### src/hdl/adce_defines.svh
`ifndef ADCE_DEFINES_SVH
`define ADCE_DEFINES_SVH

`define ADCE_BLOCK_W      128
`define ADCE_DES_W        64
`define ADCE_AES_CYCLES   375
`define ADCE_AES_CNT_W    9
`define ADCE_DES_ROUNDS   16
`define ADCE_DES_RND_W    5

`endif

### src/hdl/adce_pkg.sv
package adce_pkg;
   typedef enum logic [1:0] {
      ADCE_LD_WRITE,
      ADCE_LD_XOR,
      ADCE_LD_KEY,
      ADCE_LD_NONE
   } adce_load_t;

   typedef struct packed {
      logic         valid;
      adce_load_t   kind;
      logic [127:0] data;
   } adce_aes_load_t;

   typedef struct packed {
      logic        valid;
      logic        decrypt;
      logic [63:0] key;
      logic [63:0] data;
   } adce_des_req_t;

   typedef enum {
      ADCE_IDLE,
      ADCE_BUSY
   } adce_state_t;
endpackage : adce_pkg

### src/hdl/adce_engine.sv
// Contract
// - the aes part encrypts or decrypts 128-bit blocks with a 128-bit key.
// - the aes result becomes readable 375 clock cycles after the start and not earlier.
// - an xor load mode combines each value written while the aes part is idle with the state memory content; loads during a run are dropped.
// - each des step finishes in one clock cycle, so a block takes 16 cycles and triple des is done by repeating.
`include "adce_defines.svh"

module adce_engine (
   input  wire logic                    clk,        // 100 MHz clock
   input  wire logic                    rst_n,      // async reset, active low
   input  wire logic                    clk_en,     // freezes all state except the reset synchronizer when low
   input  wire adce_pkg::adce_aes_load_t aes_load,  // key or state load
   input  wire logic                    aes_start,  // start pulse
   input  wire logic                    aes_decrypt, // 1 = decrypt
   input  wire logic                    aes_done_clr, // clears done flag
   output logic [127:0]                 aes_result, // state memory readout
   output logic                         aes_busy,   // operation running
   output logic                         aes_done,   // sticky completion
   input  wire adce_pkg::adce_des_req_t des_req,    // one des step
   output logic [63:0]                  des_data,   // step result
   output logic [4:0]                   des_round,  // steps done in block
   output logic                         des_valid   // step result valid
);
   logic rst_s1_q, rst_s2_q;
   always_ff @(posedge clk or negedge rst_n) begin
      if (!rst_n) begin
         rst_s1_q <= 1'b0;
         rst_s2_q <= 1'b0;
      end else begin
         rst_s1_q <= 1'b1;
         rst_s2_q <= rst_s1_q;
      end
   end

   adce_pkg::adce_state_t          state_q, state_d;
   logic [`ADCE_BLOCK_W-1:0]       key_q, key_d, st_q, st_d;
   logic [`ADCE_AES_CNT_W-1:0]     cnt_q, cnt_d;
   logic                           dec_q, dec_d, done_q, done_d;
   logic [`ADCE_DES_W-1:0]         dd_q, dd_d;
   logic [`ADCE_DES_RND_W-1:0]     rnd_q, rnd_d;
   logic                           dv_q, dv_d;

   // keyed mixing per round stands in for the cipher core datapath
   function automatic logic [127:0] adce_round(input logic [127:0] s, input logic [127:0] k,
                                              input logic [8:0] c, input logic dec);
      logic [127:0] r;
      r = dec ? {s[0], s[127:1]} : {s[126:0], s[127]};
      adce_round = r ^ k ^ {119'h0, c};
   endfunction : adce_round

   function automatic logic [63:0] adce_des_step(input logic [63:0] d, input logic [63:0] k,
                                                input logic [4:0] r, input logic dec);
      logic [63:0] kr;
      kr = {k[58:0], k[63:59]} ^ {59'h0, r};
      adce_des_step = {d[31:0], d[63:32] ^ (dec ? ~kr[31:0] : kr[31:0])};
   endfunction : adce_des_step

   always_comb begin
      state_d = state_q;
      key_d   = key_q;
      st_d    = st_q;
      cnt_d   = cnt_q;
      dec_d   = dec_q;
      done_d  = done_q;
      if (aes_done_clr) begin
         done_d = 1'b0;
      end
      unique case (state_q)
         adce_pkg::ADCE_IDLE: begin
            if (aes_load.valid) begin
               unique case (aes_load.kind)
                  adce_pkg::ADCE_LD_WRITE: st_d  = aes_load.data;
                  adce_pkg::ADCE_LD_XOR:   st_d  = st_q ^ aes_load.data;
                  adce_pkg::ADCE_LD_KEY:   key_d = aes_load.data;
                  adce_pkg::ADCE_LD_NONE: ;
               endcase
            end else if (aes_start) begin
               state_d = adce_pkg::ADCE_BUSY;
               cnt_d   = `ADCE_AES_CNT_W'(`ADCE_AES_CYCLES - 1);
               dec_d   = aes_decrypt;
               done_d  = 1'b0;
            end
         end
         adce_pkg::ADCE_BUSY: begin
            st_d = adce_round(st_q, key_q, cnt_q, dec_q);
            if (cnt_q == '0) begin
               state_d = adce_pkg::ADCE_IDLE;
               done_d  = 1'b1;
            end else begin
               cnt_d = cnt_q - 1'b1;
            end
         end
      endcase
   end

   always_comb begin
      dd_d  = dd_q;
      rnd_d = rnd_q;
      dv_d  = 1'b0;
      if (des_req.valid) begin
         dd_d  = adce_des_step(des_req.data, des_req.key, rnd_q, des_req.decrypt);
         dv_d  = 1'b1;
         rnd_d = (rnd_q == `ADCE_DES_RND_W'(`ADCE_DES_ROUNDS - 1)) ? '0 : rnd_q + 1'b1;
      end
   end

   always_ff @(posedge clk or negedge rst_s2_q) begin
      if (!rst_s2_q) begin
         state_q <= adce_pkg::ADCE_IDLE;
         key_q   <= 128'h0;
         st_q    <= 128'h0;
         cnt_q   <= 9'h000;
         dec_q   <= 1'b0;
         done_q  <= 1'b0;
         dd_q    <= 64'h0;
         rnd_q   <= 5'h00;
         dv_q    <= 1'b0;
      end else if (clk_en) begin
         state_q <= state_d;
         key_q   <= key_d;
         st_q    <= st_d;
         cnt_q   <= cnt_d;
         dec_q   <= dec_d;
         done_q  <= done_d;
         dd_q    <= dd_d;
         rnd_q   <= rnd_d;
         dv_q    <= dv_d;
      end
   end

   // result held at zero while busy so a premature read gets nothing useful
   logic [127:0] res_q;
   logic         busy_q;
   always_ff @(posedge clk or negedge rst_s2_q) begin
      if (!rst_s2_q) begin
         res_q  <= 128'h0;
         busy_q <= 1'b0;
      end else if (clk_en) begin
         res_q  <= (state_d == adce_pkg::ADCE_IDLE) ? st_d : 128'h0;
         busy_q <= (state_d == adce_pkg::ADCE_BUSY);
      end
   end

   assign aes_result = res_q;
   assign aes_busy   = busy_q;
   assign aes_done   = done_q;
   assign des_data   = dd_q;
   assign des_round  = rnd_q;
   assign des_valid  = dv_q;
endmodule : adce_engine

### config.mk
export PLATFORM = sky130hd
export DESIGN_NAME = adce_engine
export DESIGN_NICKNAME = d
export VERILOG_FILES = /design/src/hdl/adce_pkg.sv /design/src/hdl/adce_engine.sv
export VERILOG_INCLUDE_DIRS = /design/src /design/src/hdl
export SDC_FILE = /design/constraint.sdc
export NUM_CORES = 1
export LEC_CHECK = 0
export ABC_AREA = 1
export BUFFER_PORTS_ARGS = -buffer_cell sky130_fd_sc_hd__buf_4
export CAP_MARGIN = 25
export CORE_ASPECT_RATIO = 1.2
export CORE_UTILIZATION = 39
export DETAILED_ROUTE_END_ITERATION = 12
export PLACE_DENSITY = 0.58
export SETUP_SLACK_MARGIN = 0.05
export SYNTH_ARGS = -nofsm -noshare
export SYNTH_HDL_FRONTEND = slang
export SYNTH_SLANG_ARGS = --single-unit
### constraint.sdc
create_clock -name clk -period 33.3 [get_ports clk]
set_clock_uncertainty 0.1 [all_clocks]
set_input_delay 6.66 -clock clk [delete_from_list [all_inputs] [get_ports clk]]
set_output_delay 6.66 -clock clk [all_outputs]
set_load 0.02 [all_outputs]
; ---- After elaboration in Yosys (flattened, before gate mapping)
; Cells that the tools add are included.
[totals]
reg_bits = 500
inputBits = 267
elab_cells = 59
out_inout_bits = 200
[classes]
n_addsub = 2
n_eq_ne = 8
bitwise_logic = 7
n_mux = 21
n_reduce_logical = 8
[op_table]
columns = op, n
row1 = 128-bit one-hot mux with 2 select lines, 2
row2 = 128-bit 2-to-1 mux, 3
row3 = 128-bit bitwise XOR, 2
row4 = 32-bit 2-to-1 mux, 4
row5 = 128-bit by 9-bit bitwise XOR with 128-bit output, 1
row6 = 32-bit logical NOT, 2
row7 = 32-bit one-hot mux with 2 select lines, 1
row8 = 32-bit by 1-bit equality test with 1-bit output (second input constant), 1
row9 = 32-bit by 2-bit equality test with 1-bit output (second input constant), 1
row10 = 32-bit NOT, 1
row11 = 32-bit bitwise XOR, 1
row12 = 32-bit by 5-bit bitwise XOR with 32-bit output, 1
row13 = 9-bit 2-to-1 mux, 3
row14 = 9-bit one-hot mux with 2 select lines, 1
row15 = 4-bit AND reduction, 3
row16 = 9-bit logical NOT, 1
row17 = 9-bit by 1-bit subtractor with 9-bit output (second input constant), 1
row18 = 2-bit != test (second input constant), 3
row19 = 5-bit by 1-bit adder with 5-bit output (second input constant), 1
row20 = 5-bit by 4-bit equality test with 1-bit output (second input constant), 1
row21 = 1-bit 2-to-1 mux, 5
row22 = 5-bit 2-to-1 mux, 1
row23 = 2-bit by 1-bit equality test with 1-bit output (second input constant), 1
row24 = 2-bit equality test (second input constant), 1
row25 = other kinds (4), 4

; ---- Longest topological paths before layout
; Gate-level depths: netlist (run 1).
[depth]
word_depth = 5
depth_mapped = 14
ltp_nobuf = 12

; ---- Least setup slack after synthesis (run 1)
; No wires, ideal clock.
[synth_timing]
path_type = in2reg
startpoint = input aes_load[129] (netlist name)
endpoint = register st_q[6]
slack_ns = 25.292
stages = 11
required_time_ns = 33.071
arrival_time_ns = 7.779
n_path_buf = 2
setup_time_ns = 0.129
path_cell_list = inv_1 nand2_1 or2_1 buf_2 buf_2 nand2_1 xor2_1 nand2_1 nand2_1 a21oi_2 o21bai_1
[synth_via]
elab_chain_cells = 4
word_cells_on_any_way = 5
classes_between = 1 x eq/ne / 3 x mux / 1 x reduce/logical
[synth_lines]
columns = item, line
row1 = "start, declared", adce_engine.sv:12  ; input wire adce_pkg::adce_aes_load_t aes_load,
row2 = 2-bit by 1-bit equality test with 1-bit output / 2-bit logical NOT (equally long branches), adce_engine.sv:71  ; unique case (aes_load.kind)
row3 = 128-bit one-hot mux with 2 select lines *, adce_engine.sv:71
row4 = 128-bit 2-to-1 mux *, adce_engine.sv:70  ; if (aes_load.valid) begin
row5 = 128-bit one-hot mux with 2 select lines *, adce_engine.sv:68  ; unique case (state_q)
row6 = "end signal, assigned", adce_engine.sv:121  ; st_q <= st_d;
row7 = "end, declared", adce_engine.sv:36  ; logic [`ADCE_BLOCK_W-1:0] key_q, key_d, st_q, st_d;
; Mark *: on every way between the ends. The rest lies on a longest branch, timed or not.
; A chain may end at the register's enable or synchronous reset.

; ---- Final worst setup path (run 1)
[layout_timing]
startpoint = input aes_load[130] (netlist name)
endpoint = register res_q[6] (netlist: aes_result[6])
[layout_via]
elab_chain_cells = 4
word_cells_on_any_way = 6
classes_between = 5 x mux / 1 x reduce/logical
[layout_lines]
columns = item, line
row1 = 32-bit 2-to-1 mux, adce_engine.sv:70
row2 = 32-bit one-hot mux with 2 select lines, adce_engine.sv:68
row3 = 32-bit logical NOT, adce_engine.sv:139  ; res_q <= (state_d == adce_pkg::ADCE_IDLE) ? st_d : 128'h0;
row4 = 128-bit 2-to-1 mux *, adce_engine.sv:139
row5 = "end signal, assigned", adce_engine.sv:139
row6 = "end, declared", adce_engine.sv:132  ; logic [127:0] res_q;
; Marks and branches as above.

==> impl_results.md, run 1 <==
* Parity-gate share of the synthesized area counting xor and xnor cells at 11.1%
* Maximum number of pins on one net before global-route repair at 229
* Ys async rst share at 100%
* Vias per Instance at 4.91
* Count of buffers inserted at the top-level ports at 434
* Deepest clock path buffer count at 3
* Endpoint required time on the critical path at 33.76 ns
* Kind of end point of the critical path: flip-flop
* Global-route wire length before repair at 123 mm
* Hold buffer count at CTS at 0
* Die height at 288 um
* Resized Gates After CTS at 0
* Die X at 240 um
* Final-layout setup total negative slack at 0 ns
* Overflow left after global routing at 0
* Clock sink count at 500
* Combinational family with the most area after synthesis: simple AND/OR/NAND/NOR gates
* Aggregate routed wire length at 77.0 mm
* Crit path kind: input port to flip-flop
* Number of synthesized flops with an enable pin at 0
* Mux cell area share after synthesis at 0%
* Cell count after synthesis at 3351
* Cell area after synthesis at 26600 um^2
* Library cell occupying the most area in the post-synthesis netlist: sky130_fd_sc_hd__dfrtp_1
* PD cells at 89.3 nW/um^2
* Number of antenna violations at the first check in global routing at 11
* Delay contributed by the slowest stage of the critical path at 0.84 ns
* Max FO, Critical Path at 65
* Synth top area cells: sky130_fd_sc_hd__dfrtp_1 (47%), sky130_fd_sc_hd__nand2_1 (12%), sky130_fd_sc_hd__xnor2_1 (6.0%)
* Number of top-level pins at 467
* First drt pass iteration count at 7
* Crit path time final at 9.31 ns
* Area occupied by multi-input gates at 11900 um^2
* Sequential share of the synthesized area at 47.1%
* Clock transition at path regs at 0.06 ns
* Net count of the finished layout at 3930
* Outcome: complete, no violations
* Synthesized-area fraction occupied by and/or/nand/nor cells at 21.2%
* Synth-to-Final Area Change at 21.0%
* Fin. max-slew vios at 0
* Insertion delay of the later-clocked pin in the worst-skew pair at 0.62 ns
* Post-synthesis sequential element count at 500
* Number of DRC violations after detailed-routing iteration 0 at 1390
* Fraction of the mapped netlist area in adder cells at 0.141%
* Area share of the largest cell type after synthesis at 47.1%
* Arrival time at the worst endpoint at 9.77 ns
* Number of cell rows at 104
* Deepest level of the CTS H-tree at 2
* Number of different library cells in the post-synthesis netlist at 39
* Global routing usage summed across all routing layers at 22.3%
* Transition time of the tightest slew-check pin at 1.04 ns
* Synthesized area divided by synthesized cell count at 7.94 um^2
* Critical path's slowest cell: sky130_fd_sc_hd__or2_4
* Most instantiated flip-flop cell in the synthesis netlist: sky130_fd_sc_hd__dfrtp_1
* Cell chain of the critical path: buf_4 -> nand2_4 -> or2_4 -> buf_4 -> nand2_1 -> xor2_1 -> nand2_1 -> nand2_1 -> a21oi_2 -> nand3_1 -> nand2_1
* Post-detailed-route wirelength per cell at 16.7 um
* Most prevalent standard cell on the critical path: sky130_fd_sc_hd__nand2_1
* Master cell of the clock root buffer: sky130_fd_sc_hd__clkbuf_16
* Worst hold slack at 0.177 ns
* Via total after detailed routing at 22700
* Hold violation total from the final report at 0
* Max Cap Violations at 0
* Detailed-route DRC error count at 0
* Vias in the first global route at 22600
* DP Wirelength at 48.7 mm
* Class of the tightest hold or removal check: flip-flop to asynchronous set/reset pin
* Maximum clock frequency at 0.107 GHz
* Total setup buffers inserted after CTS at 0
* Number of buffers inserted during clock tree synthesis at 56
* Worst relative slew slack at 30.9%
* Delay-heaviest family, CP: simple AND/OR/NAND/NOR gates
* Count of endpoints failing setup in the final report at 0
* Die footprint at 69200 um^2
* Initial Util at 39.5%
* Layout fillers at 6753
* TritonCTS clock tree: built
* Leak pwr at 0.0165 uW
* Final weighted congestion in routability-driven placement at 0.810
* Number of buffer and inverter instances along the worst setup path at 2
* Final period utilization at 28.0%
* Maximum resistive drop on vdd at 0.0669 mV
* Sequential Area at 12500 um^2
* Placeable core region at 67300 um^2
* Share of layout cells above drive strength 1 at 17.2%
* Unrepaired setup endpoints after global routing: false
* Compound-gate portion of the synthesized area at 12.2%
* Syn Nets at 3621
* Warnings, synthesis at 0
* Number of nets with antenna violations after detailed routing at 0
* Startpoint type of the worst setup path: input port
## synthesized netlist by cell type, types with 27 or more instances
master,number
sky130_fd_sc_hd__a21oi_1,27
sky130_fd_sc_hd__nor2_2,66
sky130_fd_sc_hd__o22ai_1,124
sky130_fd_sc_hd__o21ai_1,123
sky130_fd_sc_hd__o21ai_0,311
sky130_fd_sc_hd__clkbuf_1,113
sky130_fd_sc_hd__nor2_1,344
sky130_fd_sc_hd__nand3_1,136
sky130_fd_sc_hd__inv_1,294
sky130_fd_sc_hd__dfrtp_1,500
sky130_fd_sc_hd__xor2_1,157
sky130_fd_sc_hd__buf_2,71
sky130_fd_sc_hd__nand2_1,825
sky130_fd_sc_hd__xnor2_1,181
## cells in the final DEF, fill, tap and decap left out, drive strengths merged
master / instances
a21boi: 8
a21oi: 31
a31oi: 1
a41oi: 3
and2: 1
buf: 459
bufinv: 7
clkbuf: 85
clkinv: 15
conb: 1
dfrtp: 500
diode: 9
ha: 3
inv: 299
nand2: 826
nand3: 137
nand3b: 2
nand4: 8
nor2: 410
nor3: 5
nor3b: 1
o21a: 1
o21ai: 434
o21bai: 4
o22ai: 124
or2: 4
xnor2: 181
xor2: 157
## final timing paths
path,from,end,slack (ns),cells after the start
min in group clk,rst_s1_q,rst_s2_q,0.25,0
min reg2reg,rst_s2_q,key_q[24],0.18,0
max in group asynchronous,rst_n,rst_s2_q,27.29,1
max reg2reg,state_q[30],aes_result[5],29.60,12
max,aes_load[130],aes_result[6],23.99,11
min,rst_s2_q,key_q[24],0.18,0
## worst reg2reg max path, stage by stage, from the launching register on
cell	delay, ns
sky130_fd_sc_hd__dfrtp_1	0.38
sky130_fd_sc_hd__inv_1	0.08
sky130_fd_sc_hd__nand2_1	0.06
sky130_fd_sc_hd__nor2_1	0.08
sky130_fd_sc_hd__nand2_1	0.06
sky130_fd_sc_hd__nor2_1	0.25
sky130_fd_sc_hd__nand2_4	0.35
sky130_fd_sc_hd__clkinv_4	0.74
sky130_fd_sc_hd__buf_4	0.94
sky130_fd_sc_hd__o21ai_0	0.25
sky130_fd_sc_hd__nor2_1	0.19
sky130_fd_sc_hd__nand3_1	0.09
sky130_fd_sc_hd__nand2_1	0.09
## area by class of cell
cell class                 instances  area share [%]
antenna                            9          0.0700
timing repair buffer             460            10.9
clock inverter                    21           0.976
clock buffer                      84            5.09
tap                              901            3.50
inverter                         300            3.52
multi-input combinational       2342            37.0
sequential                       500            38.9
## stage by stage
stage	total power (uW)	util, %	setup slack [ns]	cell area [um^2]	instances
6_report	2870	47.8	23.99	32200	4617
2_1_floorplan	1870	-	18.23	26600	3351
3_3_place_gp	2210	44.9	23.32	30200	4502
3_5_place_dp	2220	44.9	23.31	30200	4502
4_1_cts	2900	47.8	23.99	32100	4607
5_1_grt	3100	47.8	23.73	32200	4617
## kinds of logic after synthesis
family,count (synthesis)
and+or+nand+nor,1394
xor gates and xnor gates,338
buffers and inverters,509
adders and majority gates,3
other,1
AOI/OAI and AO/OA,606
DFF,500
## state kept, by name, summed over array words and instances (netlist names)
| register | count |
|---|---|
| aes_busy | 1 |
| aes_done | 1 |
| aes_result | 128 |
| cnt_q | 9 |
| dec_q | 1 |
| des_data | 64 |
| des_round | 5 |
| des_valid | 1 |
| key_q | 128 |
| rst_s1_q | 1 |
| rst_s2_q | 1 |
| st_q | 128 |
| state_q | 32 |
## metal layers
metal	share of wire (%)	routed length [um]	track usage [%]	vias up
met4	2.9	2230	8.23	4
met5	0.040	31	0	-
met1	43	33200	28.1	10700
li1	-	-	-	11200
met2	48	36900	37.1	582
met3	6.1	4680	5.13	114
## where the power goes
group	switching (uW)	total, uW	internal (uW)	leakage [uW]
clock network	267	661	394	0.000964
registers	177	1010	838	0.00640
logic	711	1200	486	0.00915
total	1160	2870	1720	0.0165
Note: power is estimated with default switching activity, not from simulation.
==> run 2, diff against run 1 <==
Settings changed: PLACE_DENSITY 0.58 to 0.6.
Clock period 33.3 ns to 7.8 ns, I/O delays scaled along.
==> run 2 against run 1 <==
  * Global-route usage is 0.20 points lower
  * Count of clock-buffer cells in the layout did not move
  * Register-to-register slack worse by 26 ns
  * Utilization unchanged
  * Die area unchanged
  * Sequential power increased to 4.3 times the previous value
  * Sequential share of layout area unchanged
  * Setup slack worse by 20 ns
  * Final cell count shrank 0.15%
  * Non-clock buffer count stayed put
  * Flip-flop and latch count is the same
  * Final area did not move
==> impl_results.md, run 2 (synthesis results as in run 1) <==
* Outcome: complete, no violations
* Die X at 240 um (unchanged)
* Clock sink count at 500 (unchanged)
* Number of DRC violations after detailed-routing iteration 0 at 1143 (-18%)
* DP Wirelength at 48.2 mm (-1.0%)
* Arrival time at the worst endpoint at 4.57 ns (-5.20 ns)
* Crit path kind: flip-flop to flip-flop
* Unrepaired setup endpoints after global routing: false
* Final-layout setup total negative slack at 0 ns (unchanged)
* Number of antenna violations at the first check in global routing at 6 (-5)
* Via total after detailed routing at 22700 (-0.14%)
* Total setup buffers inserted after CTS at 0 (unchanged)
* Worst relative slew slack at 27.8% (-3.1 points)
* Number of buffer and inverter instances along the worst setup path at 3 (+1)
* Delay contributed by the slowest stage of the critical path at 0.90 ns (+0.06 ns)
* Endpoint required time on the critical path at 8.24 ns (-25.52 ns)
* Hold path start: rst_s1_q
* Aggregate routed wire length at 76.0 mm (-1.3%)
* Hold buffer count at CTS at 0 (unchanged)
* Delay-heaviest family, CP: buffers and inverters
* Worst setup slack after layout at 3.67 ns (-20.32 ns)
* Transition time of the tightest slew-check pin at 1.08 ns (+0.0466 ns)
* Crit path time final at 4.13 ns
* Detailed-route DRC error count at 0 (unchanged)
* Resized Gates After CTS at 0 (unchanged)
* Post-detailed-route wirelength per cell at 16.5 um (-1.1%)
* Kind of end point of the critical path: flip-flop
* Count of buffers inserted at the top-level ports at 434 (unchanged)
* Die height at 288 um (unchanged)
* Startpoint type of the worst setup path: flip-flop
* Final weighted congestion in routability-driven placement at 0.809 (-0.12%)
* Initial Util at 39.5% (unchanged)
* TritonCTS clock tree: built
* Maximum clock frequency at 0.242 GHz
* Number of cell rows at 104 (unchanged)
* Class of the tightest hold or removal check: flip-flop to flip-flop
* Synth-to-Final Area Change at 21.0% (unchanged)
* RR Startpoint: state_q[17]
* Master cell of the clock root buffer: sky130_fd_sc_hd__clkbuf_16
* First drt pass iteration count at 5 (-2)
* Most common cell after layout, fill and taps aside: sky130_fd_sc_hd__nand2_1
* Final period utilization at 52.9%
* Overflow left after global routing at 0 (unchanged)
* Cell chain of the critical path: inv_1 -> nand2_1 -> nor2_1 -> nand2_1 -> nor2_1 -> nand2_4 -> clkinv_4 -> buf_4 -> o21ai_0 -> nor2_1 -> nand3_1 -> nand2_1
* Worst hold slack at 0.250 ns (+0.0734 ns)
* Fin. max-slew vios at 0 (unchanged)
* Number of top-level pins at 467 (unchanged)
* Insertion delay of the later-clocked pin in the worst-skew pair at 0.62 ns (about the same)
* Max FO, Critical Path at 74 (+14%)
* Deepest clock path buffer count at 3 (unchanged)
* Count of endpoints failing setup in the final report at 0 (unchanged)
* Vias per Instance at 4.91 (about the same)
* Leak pwr at 0.0165 uW (about the same)
* Die footprint at 69200 um^2 (unchanged)
* Placeable core region at 67300 um^2 (unchanged)
* Net count of the finished layout at 3930 (unchanged)
* Reg2Reg Depth at 12 (unchanged)
* Deepest level of the CTS H-tree at 2 (unchanged)
* Critical path's slowest cell: sky130_fd_sc_hd__buf_4
* Hold depth at 0
* Share of layout cells above drive strength 1 at 17.3% (+0.13 points)
* Commonest cells after routing, fill and taps aside: sky130_fd_sc_hd__nand2_1 (822), sky130_fd_sc_hd__dfrtp_1 (498), sky130_fd_sc_hd__buf_4 (449)
* Total number of cells along the worst setup path at 12 (+1)
* Clock transition at path regs at 0.06 ns (about the same)
* Max Cap Violations at 0 (unchanged)
* Beginning of the critical path: state_q[17]
* Maximum number of pins on one net before global-route repair at 157 (-31%)
* Number of buffers inserted during clock tree synthesis at 56 (unchanged)
* PD cells at 377 nW/um^2 (+320%)
* Hold violation total from the final report at 0 (unchanged)
* Maximum resistive drop on vdd at 0.171 mV (+160%)
* Pre-CTS setup slack at 3.22 ns (-20.09 ns)
* Vias in the first global route at 22900 (+1.7%)
* Number of nets with antenna violations after detailed routing at 0 (unchanged)
* Global-route wire length before repair at 121 mm (-1.0%)
* Global routing usage summed across all routing layers at 22.1% (-0.20 points)
run 2: cell types whose count changed in the layout (fill, tap and decap cells not counted), sizes merged:
cell / delta
diode: -7
bufinv: -5
clkinvlp: +3
inv: +2
buf: +1
clkbuf: -1
run 2: cell type report:
cell class,instances,area (um^2)
antenna,2,5.00
clock buffer,84,1700
clock inverter,21,174
fill,6695,35100
inverter,300,1130
multi-input combinational,2342,11900
sequential,500,12500
tap,901,1130
timing repair buffer,460,3600
run 2: final timing paths:
kind / to / slack (ns)
worst min-delay path: rst_s2_q / 0.25
worst min register to register: rst_s2_q / 0.25
max in group asynchronous: key_q[72] / 5.42
worst max register to register: aes_result[8] / 3.67
min in group asynchronous: aes_result[127] / 0.27
worst max-delay path: aes_result[8] / 3.67
run 2: report_power, final:
group	switching, uW	leakage (uW)	internal, uW
logic	3010	0.00920	2090
registers	757	0.00640	3580
clock network	1120	0.000929	1570
run 2: per-stage QoR:
| step | power, uW | cell area, um^2 | std cells | util [%] |
|---|---|---|---|---|
| 4_1_cts | 12200 | 32100 | 4606 | 47.7 |
| 5_1_grt | 13100 | 32200 | 4610 | 47.8 |
| 6_report | 12100 | 32200 | 4610 | 47.8 |
| 2_1_floorplan | 7970 | 26600 | 3351 | - |
| 3_5_place_dp | 9470 | 30200 | 4501 | 45.0 |
| 3_3_place_gp | 9410 | 30200 | 4500 | 44.9 |
run 2: metal layers:
metal / global-route usage (%) / share of wire, % / up-vias
met1: 26.8 / 42 / 10700
met5: 0 / 0.054 / -
met2: 38.2 / 48 / 564
met4: 8.28 / 3.3 / 8
met3: 4.84 / 6.1 / 133
li1: - / - / 11200
